`config.mk`:
```
export PLATFORM = sky130hd
export DESIGN_NAME = fhb_host_buffer_interface
export DESIGN_NICKNAME = d
export VERILOG_FILES = /design/src/verilog/fhb_pkg.sv /design/src/verilog/fhb_operand_fifo.sv /design/src/verilog/fhb_skid_buffer.sv /design/src/verilog/fhb_host_buffer_interface.sv
export SDC_FILE = /design/constraint.sdc
export NUM_CORES = 2
export LEC_CHECK = 0
export BUFFER_PORTS_ARGS = -buffer_cell sky130_fd_sc_hd__buf_2
export CORE_UTILIZATION = 58
export CTS_BUF_LIST = sky130_fd_sc_hd__clkbuf_16
export CTS_CLUSTER_SIZE = 40
export DETAILED_ROUTE_END_ITERATION = 10
export PLACE_DENSITY = 0.78
export SYNTH_ARGS = -nofsm -noshare
export SYNTH_HDL_FRONTEND = slang
export SYNTH_SLANG_ARGS = --single-unit
```
`constraint.sdc`:
```
create_clock -name clk -period 5.3 [get_ports clk]
set_input_delay 0.53 -clock clk [delete_from_list [all_inputs] [get_ports clk]]
set_output_delay 0.53 -clock clk [all_outputs]
set_load 0.01 [all_outputs]
```
`src/verilog/fhb_pkg.sv`:
```
`default_nettype none
package fhb_pkg;
    localparam int unsigned DATA_W           = 32;
    localparam int unsigned RAM_ADDR_W       = 13;
    localparam int unsigned FIFO_DEPTH       = 16;
    localparam int unsigned BOOT_WORDS       = 16;
    localparam int unsigned RES_BASE         = 4096;
    localparam int unsigned PC_START         = 0;
    localparam int unsigned BOOT_WAIT_CYCLES = 65;
    localparam int unsigned CFG_VEC_MASK_BIT = 0;
    localparam logic [31:0] CFG_RESET        = 32'h0000_0000;

    // gray along idle -> cfg -> copy -> wait -> run -> vec
    typedef enum logic [2:0] {
        FHB_IDLE = 3'h0,
        FHB_CFG  = 3'h1,
        FHB_COPY = 3'h3,
        FHB_WAIT = 3'h2,
        FHB_RUN  = 3'h6,
        FHB_VEC  = 3'h7
    } fhb_state_e;
endpackage : fhb_pkg
`default_nettype wire

```
`src/verilog/fhb_operand_fifo.sv`:
```
`timescale 1ns/1ns
`default_nettype none
module fhb_operand_fifo #(
    parameter int unsigned W     = 32,
    parameter int unsigned DEPTH = 16
) (
    input  wire logic         clk,
    input  wire logic         nrst,
    input  wire logic         wrValid,
    input  wire logic [W-1:0] wrData,
    output logic              wrReady,
    output logic              rdValid,
    output logic [W-1:0]      rdData,
    input  wire logic         rdPop
);
    localparam int unsigned IW = $clog2(DEPTH);

    generate
        if (DEPTH < 2 || (1 << IW) != DEPTH) begin : gBadDepth
            $error("fifo depth must be a power of two, at least 2");
        end
    endgenerate

    typedef struct packed {
        logic [DEPTH-1:0][W-1:0] mem;
        logic [IW-1:0]           wrIdx;
        logic [IW-1:0]           rdIdx;
        logic [IW:0]             count;
        logic                    full;
        logic                    empty;
    } fhb_fifo_s;

    fhb_fifo_s s;
    fhb_fifo_s next_s;
    logic      push;
    logic      pop;

    always_comb begin
        next_s = s;
        push   = wrValid && !s.full;
        pop    = rdPop && !s.empty;
        if (push) begin
            next_s.mem[s.wrIdx] = wrData;
            next_s.wrIdx        = s.wrIdx + IW'(1);
        end
        if (pop) begin
            next_s.rdIdx = s.rdIdx + IW'(1);
        end
        next_s.count = s.count + (IW+1)'(push) - (IW+1)'(pop);
        next_s.full  = next_s.count == (IW+1)'(DEPTH);
        next_s.empty = next_s.count == '0;
    end

    always_ff @(posedge clk) begin
        if (!nrst) begin
            s       <= '0;
            s.empty <= 1'b1;
        end else begin
            s <= next_s;
        end
    end

    assign wrReady = !s.full;
    assign rdValid = !s.empty;
    assign rdData  = s.mem[s.rdIdx];
endmodule : fhb_operand_fifo
`default_nettype wire

```
`src/verilog/fhb_skid_buffer.sv`:
```
`timescale 1ns/1ns
`default_nettype none
module fhb_skid_buffer #(
    parameter int unsigned W = 32
) (
    input  wire logic         clk,
    input  wire logic         nrst,
    input  wire logic         inValid,
    input  wire logic [W-1:0] inData,
    output logic              inReady,
    output logic              outValid,
    output logic [W-1:0]      outData,
    input  wire logic         outReady
);
    typedef struct packed {
        logic [W-1:0] d0;
        logic [W-1:0] d1;
        logic [1:0]   cnt;
        logic         inReady;
        logic         outValid;
    } fhb_skid_s;

    fhb_skid_s s;
    fhb_skid_s next_s;

    // ready is registered, so the second slot absorbs the word in flight on a stall
    always_comb begin
        next_s = s;
        if (outReady && s.outValid) begin
            next_s.d0  = s.d1;
            next_s.cnt = s.cnt - 2'h1;
        end
        if (inValid && s.inReady) begin
            if (next_s.cnt == 2'h0) begin
                next_s.d0 = inData;
            end else begin
                next_s.d1 = inData;
            end
            next_s.cnt = next_s.cnt + 2'h1;
        end
        next_s.inReady  = next_s.cnt != 2'h2;
        next_s.outValid = next_s.cnt != 2'h0;
    end

    always_ff @(posedge clk) begin
        if (!nrst) begin
            s         <= '0;
            s.inReady <= 1'b1;
        end else begin
            s <= next_s;
        end
    end

    assign inReady  = s.inReady;
    assign outValid = s.outValid;
    assign outData  = s.d0;
endmodule : fhb_skid_buffer
`default_nettype wire

```
`src/verilog/fhb_host_buffer_interface.sv`:
```
`timescale 1ns/1ns
`default_nettype none
// Function
// - fetch instructions from shared single-port ram
// - primary operands come from the host fifo
// - write result words into shared ram
// - interrupt host when results are complete
// - bootstrap copies fifo words into shared ram
// - first bootstrap word loads configuration register
// - 65 cycles after copy, pc=0, fetch
// - vector jump obeys its configuration mask bit
// - vector jump reads address from fifo, jumps
// - vector jump costs one extra cycle when its address word already waits in the fifo
module fhb_host_buffer_interface #(
    parameter int unsigned DATA_W     = fhb_pkg::DATA_W,
    parameter int unsigned RAM_ADDR_W = fhb_pkg::RAM_ADDR_W,
    parameter int unsigned FIFO_DEPTH = fhb_pkg::FIFO_DEPTH,
    parameter int unsigned BOOT_WORDS = fhb_pkg::BOOT_WORDS,
    parameter int unsigned RES_BASE   = fhb_pkg::RES_BASE
) (
    input  wire logic                  clk,
    input  wire logic                  nrst,
    input  wire logic                  hostWrValid,
    input  wire logic [DATA_W-1:0]     hostWrData,
    output logic                       hostWrReady,
    input  wire logic                  haltIn,
    input  wire logic                  intReqIn,
    input  wire logic                  vecJumpIn,
    output logic                       opValid,
    output logic [DATA_W-1:0]          opData,
    input  wire logic                  opReady,
    output logic                       instrValid,
    output logic [DATA_W-1:0]          instrData,
    output logic [RAM_ADDR_W-1:0]      instrAddr,
    input  wire logic                  instrReady,
    input  wire logic                  resValid,
    input  wire logic [DATA_W-1:0]     resData,
    input  wire logic                  resLast,
    output logic                       resReady,
    output logic                       ramEn,
    output logic                       ramWe,
    output logic [RAM_ADDR_W-1:0]      ramAddr,
    output logic [DATA_W-1:0]          ramWrData,
    input  wire logic [DATA_W-1:0]     ramRdData,
    output logic                       hostIrq,
    input  wire logic                  hostIrqAck,
    output logic [DATA_W-1:0]          configWord,
    output logic                       running
);
    localparam int unsigned WAIT_W = $clog2(fhb_pkg::BOOT_WAIT_CYCLES + 1);

    generate
        if (BOOT_WORDS < 1 || BOOT_WORDS > (1 << RAM_ADDR_W) || RES_BASE >= (1 << RAM_ADDR_W)
            || DATA_W < RAM_ADDR_W || DATA_W <= fhb_pkg::CFG_VEC_MASK_BIT) begin : gBadParam
            $error("boot length, result base or widths do not fit the shared ram");
        end
    endgenerate

    typedef struct packed {
        fhb_pkg::fhb_state_e   st;
        logic [DATA_W-1:0]     cfg;
        logic [RAM_ADDR_W-1:0] pc;
        logic                  ramEn;
        logic                  ramWe;
        logic [RAM_ADDR_W-1:0] ramAddr;
        logic [DATA_W-1:0]     ramWrData;
        logic                  capture;
        logic                  fetchBusy;
        logic                  instrValid;
        logic [DATA_W-1:0]     instrData;
        logic [RAM_ADDR_W-1:0] instrAddr;
        logic                  resReady;
        logic [RAM_ADDR_W-1:0] resPtr;
        logic                  hostIrq;
        logic [RAM_ADDR_W-1:0] bootCnt;
        logic [WAIT_W-1:0]     waitCnt;
        logic                  vecPrev;
        logic                  vecSeen;
        logic                  vecPend;
        logic                  running;
    } fhb_main_s;

    fhb_main_s         s;
    fhb_main_s         next_s;
    logic              fifoValid;
    logic [DATA_W-1:0] fifoData;
    logic              fifoPop;
    logic              bufInReady;
    logic              bufInValid;

    fhb_operand_fifo #(
        .W     (DATA_W),
        .DEPTH (FIFO_DEPTH)
    ) uFifo (
        .clk     (clk),
        .nrst    (nrst),
        .wrValid (hostWrValid),
        .wrData  (hostWrData),
        .wrReady (hostWrReady),
        .rdValid (fifoValid),
        .rdData  (fifoData),
        .rdPop   (fifoPop)
    );

    fhb_skid_buffer #(
        .W (DATA_W)
    ) uOpBuf (
        .clk      (clk),
        .nrst     (nrst),
        .inValid  (bufInValid),
        .inData   (fifoData),
        .inReady  (bufInReady),
        .outValid (opValid),
        .outData  (opData),
        .outReady (opReady)
    );

    // operands flow only while running and not diverted to a vector fetch
    assign bufInValid = fifoValid && s.st == fhb_pkg::FHB_RUN && !s.vecPend;

    always_comb begin
        next_s         = s;
        fifoPop        = bufInValid && bufInReady;
        next_s.ramEn   = 1'b0;
        next_s.ramWe   = 1'b0;
        // read data is valid the cycle after the read strobe stood on the port
        next_s.capture = s.ramEn && !s.ramWe;
        next_s.vecPrev = vecJumpIn;
        next_s.vecSeen = 1'b1;

        if (s.capture) begin
            next_s.instrData  = ramRdData;
            next_s.instrValid = 1'b1;
            next_s.fetchBusy  = 1'b0;
        end else if (s.instrValid && instrReady) begin
            next_s.instrValid = 1'b0;
        end

        // a toggle with the mask bit clear is dropped, not deferred
        if (s.vecSeen && vecJumpIn != s.vecPrev && s.cfg[fhb_pkg::CFG_VEC_MASK_BIT]
            && s.st == fhb_pkg::FHB_RUN) begin
            next_s.vecPend = 1'b1;
        end

        if (hostIrqAck) begin
            next_s.hostIrq = 1'b0;
        end

        case (s.st)
            fhb_pkg::FHB_IDLE: begin
            end
            fhb_pkg::FHB_CFG: begin
                if (fifoValid) begin
                    fifoPop        = 1'b1;
                    next_s.cfg     = fifoData;
                    next_s.bootCnt = '0;
                    next_s.st      = fhb_pkg::FHB_COPY;
                end
            end
            fhb_pkg::FHB_COPY: begin
                if (fifoValid) begin
                    fifoPop          = 1'b1;
                    next_s.ramEn     = 1'b1;
                    next_s.ramWe     = 1'b1;
                    next_s.ramAddr   = s.bootCnt;
                    next_s.ramWrData = fifoData;
                    next_s.bootCnt   = s.bootCnt + RAM_ADDR_W'(1);
                    if (s.bootCnt == RAM_ADDR_W'(BOOT_WORDS - 1)) begin
                        next_s.waitCnt = '0;
                        next_s.st      = fhb_pkg::FHB_WAIT;
                    end
                end
            end
            fhb_pkg::FHB_WAIT: begin
                next_s.waitCnt = s.waitCnt + WAIT_W'(1);
                if (s.waitCnt == WAIT_W'(fhb_pkg::BOOT_WAIT_CYCLES - 1)) begin
                    next_s.pc         = RAM_ADDR_W'(fhb_pkg::PC_START);
                    next_s.resPtr     = RAM_ADDR_W'(RES_BASE);
                    next_s.instrValid = 1'b0;
                    next_s.running    = 1'b1;
                    next_s.st         = fhb_pkg::FHB_RUN;
                end
            end
            fhb_pkg::FHB_RUN: begin
                if (s.vecPend && !s.fetchBusy && !s.capture) begin
                    next_s.st = fhb_pkg::FHB_VEC;
                end else if (resValid && s.resReady) begin
                    next_s.ramEn     = 1'b1;
                    next_s.ramWe     = 1'b1;
                    next_s.ramAddr   = s.resPtr;
                    next_s.ramWrData = resData;
                    next_s.resPtr    = s.resPtr + RAM_ADDR_W'(1);
                    if (resLast) begin
                        next_s.hostIrq = 1'b1;
                    end
                end else if (!haltIn && !s.fetchBusy && !s.capture && !next_s.instrValid) begin
                    // halt only stalls fetch; the host may hold it as long as it likes
                    next_s.ramEn     = 1'b1;
                    next_s.ramAddr   = s.pc;
                    next_s.instrAddr = s.pc;
                    next_s.pc        = s.pc + RAM_ADDR_W'(1);
                    next_s.fetchBusy = 1'b1;
                end
            end
            fhb_pkg::FHB_VEC: begin
                // one cycle here when the vector word is already waiting
                if (fifoValid) begin
                    fifoPop           = 1'b1;
                    next_s.pc         = fifoData[RAM_ADDR_W-1:0];
                    next_s.instrValid = 1'b0;
                    next_s.vecPend    = 1'b0;
                    next_s.st         = fhb_pkg::FHB_RUN;
                end
            end
            default: begin
                next_s.st = fhb_pkg::FHB_IDLE;
            end
        endcase

        if (haltIn && intReqIn && s.st != fhb_pkg::FHB_CFG && s.st != fhb_pkg::FHB_COPY) begin
            next_s.st         = fhb_pkg::FHB_CFG;
            next_s.running    = 1'b0;
            next_s.vecPend    = 1'b0;
            next_s.instrValid = 1'b0;
        end

        next_s.resReady = next_s.st == fhb_pkg::FHB_RUN && !next_s.vecPend;
    end

    always_ff @(posedge clk) begin
        if (!nrst) begin
            s        <= '0;
            s.st     <= fhb_pkg::FHB_IDLE;
            s.cfg    <= fhb_pkg::CFG_RESET;
            s.resPtr <= RAM_ADDR_W'(RES_BASE);
        end else begin
            s <= next_s;
        end
    end

    assign instrValid = s.instrValid;
    assign instrData  = s.instrData;
    assign instrAddr  = s.instrAddr;
    assign resReady   = s.resReady;
    assign ramEn      = s.ramEn;
    assign ramWe      = s.ramWe;
    assign ramAddr    = s.ramAddr;
    assign ramWrData  = s.ramWrData;
    assign hostIrq    = s.hostIrq;
    assign configWord = s.cfg;
    assign running    = s.running;
endmodule : fhb_host_buffer_interface
`default_nettype wire

```
==> qor.yml <==
status:
  status: "completed"
sta:
  rsz0062_at_grt: "no"
  period_share_pct: 65.9
  worst_slew_margin_rel_pct: 18.5
  finalSetupViolCount: 0
  setup_tns_ns: 0
  maxSlewViolCount: 0
  max_freq_mhz: 286
  finClkSkew_ns: 0.0171
  layout_setup_ws_ns: 1.80
  finalCriticalPeriod_ns: 3.50
  hold_viol: 0
  tightest_slew_ns: 1.22
cts:
  cts-resized-gates: 0
  cts_tree: "done"
  postCtsHoldBufs: 0
  cts_setup_buffers: 0
  root_buffer: "clkbuf_16"
  cts_buffers: 78
  path_clk_slew_ns: 0.06
  insertion_delay_ns: 0.63
  clock_sinks: 777
  cts-htree-levels: 3
  clock_path_buffers: 3
global_route:
  grt_util_all_layers_pct: 32.7
  grt_use_met3_pct: 6.38
  grt_pass1_vias: 26700
  grtUsageMet2_pct: 51.6
  grt-busiest-layer: "met2"
  overflow: 0
  grt_max_degree: 196
  use_met1_pct: 43.5
  antenna_found_initial: 7
  grt_first_pass_wirelength_mm: 153
power_and_ir_drop:
  leakage_nw: 12.8
  powerDensity_nw_per_um2: 350
  ir_worst_vdd_mv: 0.250
  power_mw: 12.8
routing:
  first_pass_iters: 6
  ant_nets: 0
  drc_errors: 0
  first_iter_violations: 3094
  wl_per_cell_um: 20.9
  vias: 28600
  wl_mm: 99.2
  viasPerCell: 6.02
finish:
  seqCellArea_um2: 15600
  final_util_pct: 63.5
  multi_input_area_um2: 15800
  areaGrowthSynthToFinish_pct: 8.28
  fill_cells: 4732
  layout-drive-gt1-share_pct: 16.6
  fin_nets: 4052
critical_path:
  r2r-end: "uFifo.s[0]$_SDFF_PN1_"
  critPathRequiredTime_ns: 5.85
  crit_path_end: "uFifo.s[0]$_SDFF_PN1_"
  r2r_start: "s[180]$_SDFF_PN0_"
  end_kind: "register"
  arrival_ns: 4.05
  cp-startpoint: "s[180]$_SDFF_PN0_"
  cp-start-kind: "register"
  reg2reg_slack_ns: 1.80
  cp_max_fo: 21
  rr_worst_depth: 9
  worstSetupPathType: "reg2reg"
synthesis:
  synth.most_common_cell: "nand2_1"
  async_flop_share_pct: 0
  synth-edff-count: 0
  synthTopCellsByArea: "dfxtp_1, nand2_1, a21oi_1"
  synth_commonest_cells: "nand2_1, dfxtp_1, a21oi_1"
  synth_top_area_share_pct: 46.0
  ys_ff_latch: 777
  synthCells: 4018
  syn_nets: 4142
  synth-seq-area-share_pct: 46.0
  syn_avg_cell_area_um2: 8.42
  synth_ff_type: "dfxtp_1"
  synth_cell_types: 71
  synth_top_area_cell: "dfxtp_1"
  synth_warnings: 0
  syn-cell-area_um2: 33800
run:
  maxCapViolCount: 0
floorplanning:
  die_w_um: 244
  die_y_um: 244
  num_io_pins: 269
  dieArea_um2: 59300
  core_um2: 57700
  rows: 88
  start_util_pct: 58.7
worst_hold_path:
  worstHoldPathType: "in2reg"
placed_design:
  io_buffer_count: 268
  dp_slack_ns: 1.87
  hpwlAfterDp_mm: 61.9
  place_congestion: 0.914
[metrics by stage]
step                      hold WS [ns]  instance area, µm²  instances
after CTS                        0.134               36600       4751
final                            0.145               36600       4755
after global routing             0.157               36600       4755
after detailed placement         0.407               34200       4613
after global placement           0.397               34200       4613
after floorplan                  0.421               33800       4018
[where the power goes]
group | switching (mW) | leakage, nW | internal (mW)
sequential | 0.125 | 6.27 | 5.99
clock | 2.33 | 1.24 | 2.98
combinational | 0.917 | 5.24 | 0.492
total | 3.37 | 12.8 | 9.46
[sequential cells by signal (all words and copies together) (netlist names)]
signal           flops
resReady             1
hostIrq              1
instrAddr           13
ramWe                1
configWord          32
ramWrData           32
uOpBuf.inReady       1
uOpBuf.outValid      1
uFifo.s            527
instrValid           1
uOpBuf.outData      32
running              1
instrData           32
s                   54
ramEn                1
uOpBuf.s            34
ramAddr             13
[per-layer routing]
| metal | routed length (µm) | up-vias |
|---|---|---|
| met5 | 8 | - |
| met4 | 3990 | 2 |
| met3 | 10600 | 265 |
| met2 | 45500 | 1550 |
| met1 | 39100 | 13600 |
| li1 | - | 13200 |
[how the worst min path moves through the flow]
stage / startpoint / to / slack (ns) / depth (start not counted)
after floorplan: uOpBuf.s[10]$_SDFFE_PN0P_ / uOpBuf.s[10]$_SDFFE_PN0P_ / 0.42 / 2
after global placement: ramWe$_SDFF_PN0_ / s[86]$_SDFF_PN0_ / 0.40 / 1
after detailed placement: ramWe$_SDFF_PN0_ / s[86]$_SDFF_PN0_ / 0.41 / 1
after CTS: vecJumpIn / s[3]$_SDFF_PN0_ / 0.13 / 2
after global routing: ramRdData[31] / instrData[31]$_SDFFE_PN0P_ / 0.16 / 3
final: ramRdData[16] / instrData[16]$_SDFFE_PN0P_ / 0.15 / 3
[cell families after synthesis]
kind of cell             after synthesis  synth area share (%)
AO/OA/AOI/OAI                        909                  14.1
multiplexers                         253                  12.5
XOR/XNOR                              37                 0.958
buffers and inverters                509                  7.74
AND/OR/NAND/NOR                     1516                  18.0
adder cells (fa/ha/maj)               17                 0.651
flip-flops                           777                  46.0
[worst max-delay path: stages, from the launching register on]
cell	delay (ns)
dfxtp_1	0.72
and3b_1	0.41
nand3_2	0.26
a21oi_2	0.35
ha_1	0.28
inv_1	0.05
ha_1	0.18
fa_1	0.44
or4_1	0.55
a21oi_1	0.17
[placed cells by master, fill, tap and decap left out, types with 6 or more instances in the layout]
| master | n |
|---|---|
| clkinv_1 | 21 |
| o21ai_0 | 120 |
| inv_1 | 35 |
| bufinv_16 | 6 |
| and2_1 | 10 |
| ha_1 | 16 |
| mux2_2 | 58 |
| nor2_2 | 12 |
| clkbuf_16 | 78 |
| nor2_1 | 136 |
| xnor2_1 | 10 |
| dfxtp_1 | 772 |
| nand3_1 | 35 |
| mux2i_1 | 63 |
| nand3_2 | 8 |
| or3_1 | 7 |
| and3_1 | 17 |
| buf_4 | 47 |
| a211oi_1 | 18 |
| buf_2 | 268 |
| nand2_1 | 1216 |
| a22o_1 | 7 |
| nand2b_1 | 8 |
| buf_12 | 7 |
| o21ai_1 | 34 |
| xor2_1 | 27 |
| a21oi_1 | 688 |
| nor2b_1 | 6 |
| nand4_1 | 15 |
| mux4_2 | 130 |
[final cells by class]
cell class	count	area share [%]
clock inverters	60	1.27
flip-flops and latches	777	42.5
diodes	4	0.0273
multi-input cells	2732	43.1
repair buffers	322	5.01
inverters	17	0.195
clock buffers	78	5.33
well taps	765	2.61
No activity file was read; power rests on OpenSTA's default activity.
